File: config.mk
export PLATFORM = sky130hd
export DESIGN_NAME = swb_top
export DESIGN_NICKNAME = d
export VERILOG_FILES = /design/src/design/swb_pkg.sv /design/src/design/swb_stream_if.sv /design/src/design/swb_fifo.sv /design/src/design/swb_bus_port.sv /design/src/design/swb_top.sv
export SDC_FILE = /design/constraint.sdc
export NUM_CORES = 1
export LEC_CHECK = 0
export ABC_AREA = 1
export BUFFER_PORTS_ARGS = -buffer_cell sky130_fd_sc_hd__buf_2
export CORE_UTILIZATION = 49
export DETAILED_ROUTE_END_ITERATION = 16
export HOLD_SLACK_MARGIN = 0.08
export PLACE_DENSITY = 0.66
export SYNTH_ARGS = -nofsm -noshare
export SYNTH_HDL_FRONTEND = slang
export SYNTH_SLANG_ARGS = --single-unit
File: constraint.sdc
create_clock -name clock -period 10.69 [get_ports clock]
set_input_delay 2.138 -clock clock [delete_from_list [all_inputs] [get_ports clock]]
set_output_delay 2.138 -clock clock [all_outputs]
set_load 0.01 [all_outputs]
File: src/design/swb_pkg.sv
/*
 * shared constants and types for the store write buffer.
 * assumes a single 100 MHz clock domain and a synchronous active-low reset.
 */
package swb_pkg;
  localparam int SWB_ADDR_W = 32;
  localparam int SWB_DATA_W = 32;
  localparam int SWB_DEPTH = 16;
  localparam int SWB_BE_W = 4;
  // entry: byte enables, address, data
  localparam int SWB_ENTRY_W = SWB_BE_W + SWB_ADDR_W + SWB_DATA_W;
  // write buffer disable bit of the core configuration register
  localparam int SWB_CFG_WB_DIS_BIT = 22;
  localparam logic [SWB_BE_W-1:0] SWB_BE_NONE = 4'h0;

  typedef enum logic [0:0] {
    SWB_BUS_IDLE,
    SWB_BUS_WAIT
  } swb_bus_state_t;

  typedef struct packed {
    logic [SWB_BE_W-1:0] be;
    logic [SWB_ADDR_W-1:0] addr;
    logic [SWB_DATA_W-1:0] data;
  } swb_entry_t;
endpackage : swb_pkg

File: src/design/swb_stream_if.sv
/*
 * valid/ready stream carrying one write buffer entry.
 * assumes both ends share the processor clock.
 */
interface swb_stream_if;
  import swb_pkg::*;
  logic valid;
  logic ready;
  swb_entry_t entry;
  modport src (output valid, output entry, input ready);
  modport dst (input valid, input entry, output ready);
endinterface : swb_stream_if

File: src/design/swb_fifo.sv
/*
 * first-in-first-out queue of write entries with valid/ready on both sides.
 * assumes one clock; read data come from a register that holds the head entry.
 */
module swb_fifo #(
  parameter int WIDTH = 68,
  parameter int DEPTH = 16
) (
  input wire logic clock,
  input wire logic nrst,
  input wire logic in_valid,
  output logic in_ready,
  input wire logic [WIDTH-1:0] in_data,
  output logic out_valid,
  input wire logic out_ready,
  output logic [WIDTH-1:0] out_data,
  output logic [$clog2(DEPTH):0] count
);
  localparam int AW = $clog2(DEPTH);
  logic [WIDTH-1:0] mem [DEPTH];
  logic [AW-1:0] wr_ptr;
  logic [AW-1:0] rd_ptr;
  logic push;
  logic pop;

  // one push and one pop per cycle, each entry written exactly once
  assign in_ready = (count != (AW+1)'(DEPTH));
  assign out_valid = (count != '0);
  assign push = in_valid && in_ready;
  assign pop = out_valid && out_ready;

  // storage; pointers wrap on the power-of-two depth
  always_ff @(posedge clock) begin
    if (push) begin
      mem[wr_ptr] <= in_data;
    end
  end

  always_ff @(posedge clock) begin
    if (!nrst) begin
      wr_ptr <= '0;
      rd_ptr <= '0;
      count <= '0;
    end else begin
      if (push) begin
        wr_ptr <= wr_ptr + 1'b1;
      end
      if (pop) begin
        rd_ptr <= rd_ptr + 1'b1;
      end
      count <= count + (AW+1)'(push) - (AW+1)'(pop);
    end
  end

  // registered head; bypass the memory when it is empty or just written
  always_ff @(posedge clock) begin
    if (!nrst) begin
      out_data <= '0;
    end else if (push && (count == '0 || (pop && count == (AW+1)'(1)))) begin
      out_data <= in_data;
    end else if (pop) begin
      out_data <= mem[rd_ptr + 1'b1];
    end
  end
endmodule : swb_fifo

File: src/design/swb_bus_port.sv
/*
 * drains queued entries onto the system bus, one write per grant.
 * assumes the bus holds grant high for one cycle when it takes the write.
 */
module swb_bus_port (
  input wire logic clock,
  input wire logic nrst,
  swb_stream_if.dst q,
  output logic bus_req,
  output logic [swb_pkg::SWB_ADDR_W-1:0] bus_addr,
  output logic [swb_pkg::SWB_DATA_W-1:0] bus_wdata,
  output logic [swb_pkg::SWB_BE_W-1:0] bus_be,
  input wire logic bus_grant,
  output logic busy
);
  import swb_pkg::*;

  // request straight from the queue head; grant retires the oldest entry
  assign bus_req = q.valid;
  assign q.ready = bus_grant && q.valid;
  assign busy = q.valid;
  assign bus_addr = q.entry.addr;
  assign bus_wdata = q.entry.data;
  assign bus_be = q.entry.be;
endmodule : swb_bus_port

File: src/design/swb_top.sv
/*
 * processor store write buffer: merge latch, 16-entry queue, bus drain.
 * assumes the core holds a store request until store_ready and that the
 * system bus answers each request with a one-cycle grant.
 */
// Behaviour
// - uncached stores and store misses enter buffer
// - sixteen-entry queue, issued in accepted order
// - bus grant retires the oldest entry
// - latch pushes on nonmerge, load hit, flush
// - uncached stores never merge in latch
// - drain barrier empties buffer before later stores
// - barrier forces pending writes out
// - config bit 22 disables the buffer
// - disabled: stall until previous write completes
module swb_top (
  input wire logic clock,
  input wire logic nrst,
  input wire logic [31:0] cpu_config_register_zero,
  input wire logic store_valid,
  output logic store_ready,
  input wire logic store_uncached,
  input wire logic store_miss,
  input wire logic [swb_pkg::SWB_ADDR_W-1:0] store_addr,
  input wire logic [swb_pkg::SWB_DATA_W-1:0] store_data,
  input wire logic [swb_pkg::SWB_BE_W-1:0] store_be,
  input wire logic load_valid,
  input wire logic [swb_pkg::SWB_ADDR_W-1:0] load_addr,
  output logic load_hit_latch,
  input wire logic sync_req,
  output logic sync_done,
  output logic bus_req,
  output logic [swb_pkg::SWB_ADDR_W-1:0] bus_addr,
  output logic [swb_pkg::SWB_DATA_W-1:0] bus_wdata,
  output logic [swb_pkg::SWB_BE_W-1:0] bus_be,
  input wire logic bus_grant,
  output logic buffer_empty
);
  import swb_pkg::*;

  swb_stream_if fin ();
  swb_stream_if fout ();

  logic latch_valid;
  logic latch_nomerge;
  swb_entry_t latch;
  logic q_busy;
  logic wb_disabled;
  logic take_store;
  logic mergeable_hit;
  logic flush_push;
  logic push_latch;
  logic latch_free;
  logic sync_pending;
  swb_entry_t next_latch;

  // word-address match, shared by merge and load-hit checks
  function automatic logic swb_same_word(input logic [SWB_ADDR_W-1:0] a,
                                         input logic [SWB_ADDR_W-1:0] b);
    swb_same_word = (a[SWB_ADDR_W-1:2] == b[SWB_ADDR_W-1:2]);
  endfunction : swb_same_word

  // byte-lane merge of a new store into the held word
  function automatic swb_entry_t swb_merge(input swb_entry_t old_e,
                                           input logic [SWB_DATA_W-1:0] d,
                                           input logic [SWB_BE_W-1:0] be);
    swb_entry_t r;
    r = old_e;
    for (int i = 0; i < SWB_BE_W; i++) begin
      if (be[i]) begin
        r.data[8*i +: 8] = d[8*i +: 8];
      end
    end
    r.be = old_e.be | be;
    swb_merge = r;
  endfunction : swb_merge

  assign wb_disabled = cpu_config_register_zero[SWB_CFG_WB_DIS_BIT];
  assign buffer_empty = !latch_valid && !q_busy;

  // load hitting the held word forces it out so the load sees memory order
  assign load_hit_latch = latch_valid && load_valid && swb_same_word(load_addr, latch.addr);

  // a store may merge only if both it and the latch are cacheable misses;
  // never while a load hit is pushing the latch, or the old word goes out twice
  assign mergeable_hit = latch_valid && !latch_nomerge && !store_uncached
                         && !load_hit_latch
                         && swb_same_word(store_addr, latch.addr);

  // barrier, load hit, nonmergeable follower or disabled mode push the latch
  assign flush_push = sync_pending || load_hit_latch || wb_disabled;
  assign push_latch = latch_valid && (flush_push || latch_nomerge
                      || (store_valid && !mergeable_hit));

  // the queue takes the latch only when it has room; single push path so the
  // entry lands in one slot; a full queue refuses it even while a grant pops
  assign fin.valid = push_latch;
  assign fin.entry = latch;
  assign latch_free = !latch_valid || (push_latch && fin.ready);

  // stores wait out a barrier; disabled mode waits for an idle bus
  always_comb begin
    store_ready = 1'b0;
    if (store_valid && (store_uncached || store_miss) && !sync_pending) begin
      if (wb_disabled) begin
        store_ready = latch_free && !q_busy && !latch_valid;
      end else begin
        store_ready = mergeable_hit || latch_free;
      end
    end
  end
  assign take_store = store_valid && store_ready;

  always_comb begin
    next_latch.be = store_be;
    next_latch.addr = store_addr;
    next_latch.data = store_data;
    if (mergeable_hit) begin
      next_latch = swb_merge(latch, store_data, store_be);
    end
  end

  // merge latch
  always_ff @(posedge clock) begin
    if (!nrst) begin
      latch_valid <= 1'b0;
      latch_nomerge <= 1'b0;
      latch <= '0;
    end else if (take_store) begin
      latch_valid <= 1'b1;
      latch_nomerge <= store_uncached;
      latch <= next_latch;
    end else if (push_latch && fin.ready) begin
      latch_valid <= 1'b0;
      latch_nomerge <= 1'b0;
    end
  end

  // barrier stays pending until latch and queue are both drained
  always_ff @(posedge clock) begin
    if (!nrst) begin
      sync_pending <= 1'b0;
    end else if (sync_req) begin
      sync_pending <= 1'b1;
    end else if (buffer_empty) begin
      sync_pending <= 1'b0;
    end
  end
  assign sync_done = sync_pending && buffer_empty && !sync_req;

  swb_fifo #(
    .WIDTH(SWB_ENTRY_W),
    .DEPTH(SWB_DEPTH)
  ) u_fifo (
    .clock(clock),
    .nrst(nrst),
    .in_valid(fin.valid),
    .in_ready(fin.ready),
    .in_data(fin.entry),
    .out_valid(fout.valid),
    .out_ready(fout.ready),
    .out_data(fout.entry),
    .count()
  );

  swb_bus_port u_bus (
    .clock(clock),
    .nrst(nrst),
    .q(fout),
    .bus_req(bus_req),
    .bus_addr(bus_addr),
    .bus_wdata(bus_wdata),
    .bus_be(bus_be),
    .bus_grant(bus_grant),
    .busy(q_busy)
  );
endmodule : swb_top

**After elaboration in Yosys (flattened, before gate mapping)**

Memory sizes are Yosys's and may differ from the RTL's.
Index checks and enable logic that the tools add are counted.

- Word-level logic and storage cells: 91
- Output and inout bits: 73
- Register bits: 152
- Bits in writable memories: 1088
- Memories: 1
- Bits of input ports: 140

- Reduce and logical (&&, ||, !) cells: 47
- Bitwise operators: 2
- $add $sub $neg: 4
- Muxes and demuxes: 16
- Equal/unequal tests: 8

Memory list:

| memory | depth | width | read ports | clocked after Yosys merged registers in | write ports | line | RTL |
|---|---|---|---|---|---|---|---|
| u_fifo.mem | 16 | 68 | 1 | 0 | 1 | swb_fifo.sv:20 | `logic [WIDTH-1:0] mem [DEPTH];` |

Operators with widths:

| cell | count |
|---|---|
| 68-bit 2-to-1 mux | 3 |
| 30-bit equality test | 2 |
| 8-bit 2-to-1 mux | 4 |
| 1-bit logical AND | 21 |
| 2-bit AND reduction | 5 |
| 1-bit 2-to-1 mux | 9 |
| 4-bit by 1-bit adder with 4-bit output (second input constant) | 2 |
| 1-bit logical NOT | 8 |
| 1-bit logical OR | 8 |
| 2-bit inequality test (second input constant) | 4 |
| 2-bit nonzero test | 3 |
| 5-bit by 1-bit adder with 5-bit output | 1 |
| 5-bit by 1-bit equality test with 1-bit output (second input constant) | 1 |
| 5-bit logical NOT | 1 |
| 5-bit inequality test (second input constant) | 1 |
| 5-bit nonzero test | 1 |
| 5-bit by 1-bit subtractor with 5-bit output | 1 |
| 4-bit OR | 1 |
| 1-bit inverter | 1 |

**Depth between registers and ports, before layout**

- Depth after elaboration: 17
- Mapped depth: 21

**Modules after synthesis**

Synthesis repeated with hierarchy kept, for this count alone.

- Cells, all modules: 5923
- Area, all modules: 55488.2 um^2

Modules (own cells, without submodules):

| module | seq. area each (um^2) | cells an instance | area an instance (um^2) | instances |
|---|---|---|---|---|
| swb_fifo | 34292.9 | 4942 | 49851.6 | 1 |
| swb_top | 1421.4 | 909 | 5103.6 | 1 |
| swb_bus_port | 0.0 | 72 | 533.0 | 1 |

**Worst setup path after synthesis**

Ideal clock, no wire load.

- Kind: in2reg
- Start point: input load_addr[3] in the netlist's numbering
- End point: memory u_fifo.mem[0][0], enable pin
- Slack: 3884 ps
- Required time: 10195 ps
- Arrival: 6311 ps
- Stages: 15
- Cells stage by stage: inv_1 > nand2_1 > inv_1 > nor2_1 > nand2_1 > nor2_1 > nand2_1 > nor2_1 > nor2_1 > nand2_1 > nand2_2 > inv_2 > clkbuf_1 > nand2_1 > nor2_1

- Cells in the longest elaborated chain, start to end: 12

RTL lines:

| element | line | RTL |
|---|---|---|
| start, declared | swb_top.sv:28 | `input wire logic [swb_pkg::SWB_ADDR_W-1:0] load_addr,` |
| 30-bit equality test * | swb_top.sv:60 | `swb_same_word = (a[SWB_ADDR_W-1:2] == b[SWB_ADDR_W-1:2]);` |
| 1-bit logical AND * | swb_top.sv:82 | `assign load_hit_latch = latch_valid && load_valid && swb_same_word(load_addr, latch.addr);` |
| 1-bit logical NOT | swb_top.sv:87 | `&& !load_hit_latch` |
| 1-bit logical AND | swb_top.sv:87 |  |
| 1-bit logical AND | swb_top.sv:88 | `&& swb_same_word(store_addr, latch.addr);` |
| 1-bit logical NOT | swb_top.sv:93 | `\|\| (store_valid && !mergeable_hit));` |
| 1-bit logical AND | swb_top.sv:93 |  |
| 1-bit logical OR * | swb_top.sv:93 |  |
| 1-bit logical AND * | swb_top.sv:92 | `assign push_latch = latch_valid && (flush_push \|\| latch_nomerge` |
| 1-bit logical AND * | swb_fifo.sv:29 | `assign push = in_valid && in_ready;` |
| named net u_fifo.push | swb_fifo.sv:23 | `logic push;` |
| 1-bit 2-to-1 mux * | swb_fifo.sv:34 | `if (push) begin` |
| 1-bit 2-to-1 mux (implied by the code) * | swb_fifo.sv:35 | `mem[wr_ptr] <= in_data;` |
| end, declared | swb_fifo.sv:20 |  |

The timed path passes the listed nets; every way through them passes the cells marked *.

**Worst setup path after layout**

- Start point: input store_uncached
- End point: output store_ready

- Cells in the longest elaborated chain, start to end: 14

RTL lines:

| element | line | RTL |
|---|---|---|
| start, declared | swb_top.sv:22 | `input wire logic store_uncached,` |
| 1-bit logical NOT | swb_top.sv:86 | `assign mergeable_hit = latch_valid && !latch_nomerge && !store_uncached` |
| 1-bit logical AND | swb_top.sv:86 |  |
| 1-bit logical AND | swb_top.sv:87 |  |
| 1-bit logical AND | swb_top.sv:88 |  |
| 1-bit logical NOT | swb_top.sv:93 |  |
| 1-bit logical AND | swb_top.sv:93 |  |
| 1-bit logical OR | swb_top.sv:93 |  |
| 1-bit logical AND | swb_top.sv:92 |  |
| 1-bit logical AND | swb_top.sv:99 | `assign latch_free = !latch_valid \|\| (push_latch && fin.ready);` |
| 1-bit logical OR | swb_top.sv:99 |  |
| 1-bit logical AND (2 in series) | swb_top.sv:106 | `store_ready = latch_free && !q_busy && !latch_valid;` |
| 1-bit 2-to-1 mux | swb_top.sv:105 | `if (wb_disabled) begin` |
| 1-bit 2-to-1 mux * | swb_top.sv:104 | `if (store_valid && (store_uncached \|\| store_miss) && !sync_pending) begin` |
| end, declared | swb_top.sv:21 | `output logic store_ready,` |

Mark *: on every way between the ends. The rest lies on a longest branch, timed or not.

==> results.md <==
* Post-Syn Area at 50730 um2
* Ys flop type: edfxtp_1
* Fin crit period at 7.531 ns
* Buf/Inv on CP at 3
* Crit path cell chain: buf_2, nor3_4, nand2_1, nor2_1, nand2_1, nor2_1, nand2_1, nand2_1, nand2_1, nand2_2, nand3_4, nand2_1, inv_1, buf_2
* Final period util at 70.44%
* Synthesis-stage register bit count at 1240
* # DRC at 0
* CTS Buf Count at 121
* Clock skew at 0.02911 ns
* Setup ws final at 3.159 ns
* Max_cap viols at 0
* Highest routed metal layer: met5
* Power Total at 14.03 mW
* Peak supply drop at 0.3393 mV
* # fillers at 8597
* FF-to-FF setup slack at 5.06 ns
* Crit. Startpoint: store_uncached
* Worst path top cell family by delay: simple AND/OR/NAND/NOR gates
* Area grow syn2layout at 12.37%
* Critical path arrival at 5.39 ns
* H-tree depth at 3
* Share of layout cells above drive strength 1 at 9.412%
* Core ar. at 102200 um2
* Die H at 323.8 um
* Worst reg2reg startpoint: fin.entry[37]
* Power per cell area at 246.1 nW/um2
* Sequential share of the synthesized area at 70.40%
* Gr ovfl total at 0
* Antenna violation net count after detailed routing at 0
* Max-slew headroom at 21.61%
* Syn Area/Cell at 11.05 um2
* Setup Buffers After CTS at 0
* Metal-1 WL at 59850 um
* Status: complete, no violations
* Worst-Skew Late Latency at 0.71 ns
* Leak Pwr at 20.52 nW
* Placed Area at 52920 um2
* Io pins at 213
* Slowest Stage Delay on Critical Path at 0.55 ns
* Vias in the first global route at 32910
* Hold Crit Class: reg2reg
* Initial Util at 49.65%
* Cts hold-fix bufs at 0
* Reg clk slew, reported paths at 0.06 ns
* Via count at 35970
* Final instance area at 57000 um2
* Max frequency at 132.8 MHz
* Worst path required time at 8.55 ns
* Clk buf depth at 3
* CTS tree: done
* CTS resizes at 0
* Hold WS at 0.4590 ns
* Avg WL per Cell at 22.83 um
* Initial DRC count at 4443
* Worst-path maximum fanout at 35
* Initial antenna violation count at 3
* Num Clock Sinks at 1240
* Critical path capture point type: primary output
* Fin. Hold Viols at 0
* Port Buffers at 179
* Gpl congestion at 0.9200
* Synthesized Nets at 4741
* Async set or reset register ratio after synthesis at 0%
* Pin count of the biggest net entering global routing at 259
* Worst Max-Slew Pin Slew at 1.176 ns
* EDFF count, synth at 1088
* Crit path kind: in2out
* DP HPWL at 69820 um
* Met3 Wirelength at 14360 um
* Worst path slowest cell: nor3_4
* Library cells used by synthesis at 34
* DRT Pass-1 Iters at 7
* Unrepaired setup endpoints after global routing: false
* Root Driver: clkbuf_16
* Total die area at 104800 um2
* Final wirelength at 139900 um
* Max Slew Vio Count at 0
* CP startpoint kind: primary input
* First-pass GRT wire length at 207000 um
* Cell mode on critical path: nand2_1
* Mapped Cells at 4589
* Layout Nets at 4803
* Final setup fails at 0
* Die X at 323.8 um
* Dpl ws at 3.343 ns
* Vias per inst at 5.870
* Setup_tns at 0 ns
* Met2 routed WL at 62450 um
* Worst Hold Launch: u_fifo.out_data[59]
* GRT Total Usage at 26.49%
* Row count at 117
* # diodes at 0
* Yosys warnings at 0
==> worst min-delay path: cells and delay by family, from the launching register on <==
family          cells  cell delay [ns]
compound gates      1             0.05
flops               1             0.30
simple gates        1             0.05
==> stage by stage <==
step                      std cells  utilization, %
after global placement         5896           51.79
after global routing           6128           55.79
after detailed placement       5896           51.79
after floorplan                4589               -
after CTS                      6128           55.79
final                          6128           55.79
==> worst paths after layout <==
path,end,depth (start not counted)
worst max register to register,u_fifo.mem[6][32],15
worst min register to register,u_fifo.out_data[59],2
worst max-delay path,store_ready,14
worst min-delay path,u_fifo.out_data[59],2
==> power breakdown <==
| group | total (mW) | internal [mW] | leakage [nW] | switching [mW] |
|---|---|---|---|---|
| registers | 5.88 | 5.58 | 11.3 | 0.298 |
| clock network | 4.35 | 2.56 | 1.99 | 1.78 |
| logic | 3.81 | 1.17 | 7.26 | 2.64 |
| total | 14.0 | 9.31 | 20.5 | 4.72 |
==> area by class of cell <==
type                       instances  area, um2  area share (%)
clock buffer                     176       3482           6.108
timing repair buffer             232       1371           2.406
tap                             1368       1712           3.003
inverter                         292       1129           1.980
multi-input combinational       2764      12990           22.79
sequential                      1240      35720           62.66
clock inverter                    56      601.8           1.056
==> Yosys cell counts, drive strengths merged, types with 2 or more instances <==
| cell type | number | area share [%] |
|---|---|---|
| nand2 | 558 | 4.1 |
| inv | 273 | 2.0 |
| nand4 | 85 | 1.0 |
| xnor2 | 21 | 0.36 |
| nor4 | 2 | 0.025 |
| buf | 40 | 0.35 |
| clkbuf | 253 | 1.9 |
| o21ai | 660 | 6.5 |
| nor2 | 852 | 6.3 |
| and2 | 2 | 0.025 |
| or2 | 5 | 0.062 |
| xor2 | 3 | 0.052 |
| nor3 | 4 | 0.062 |
| nor3b | 2 | 0.030 |
| dfxtp | 152 | 6.0 |
| edfxtp | 1088 | 64 |
| ha | 11 | 0.27 |
| o22ai | 304 | 3.7 |
| clkinv | 19 | 0.14 |
| a21oi | 57 | 0.56 |
| nand3 | 190 | 1.9 |
==> kinds of logic after synthesis <==
logic type | Yosys count | synth area share (%)
compound gates | 1025 | 10.88
xor+xnor | 24 | 0.4144
fa+ha+maj | 12 | 0.3108
buf+inv | 585 | 4.383
flops | 1240 | 70.40
simple gates | 1703 | 13.61
==> state kept, by name, summed over array words and instances (netlist names) <==
register,count
fin.entry,68
latch_nomerge,1
latch_valid,1
sync_pending,1
u_fifo.count,5
u_fifo.mem,1088
u_fifo.out_data,68
u_fifo.rd_ptr,4
u_fifo.wr_ptr,4
==> cells in the final DEF (no fill, tap or decap), drive strengths merged, types with 4 or more instances in the layout <==
cell       n
inv      275
or2        5
nand3    190
o21ai    660
clkbuf   176
ha        11
a21oi     57
o22ai    304
nand2    558
nor3       4
dfxtp    152
xnor2     21
nand4     85
clkinv    57
edfxtp  1088
bufinv    13
buf      232
nor2     852
==> metal layers <==
layer | up-vias | GRT usage (%)
met2 | 1797 | 40.69
met5 | - | 0
met3 | 250 | 4.389
met1 | 17600 | 39.10
met4 | 6 | 7.138
li1 | 16320 | -
(Power assumes the default switching activity.)
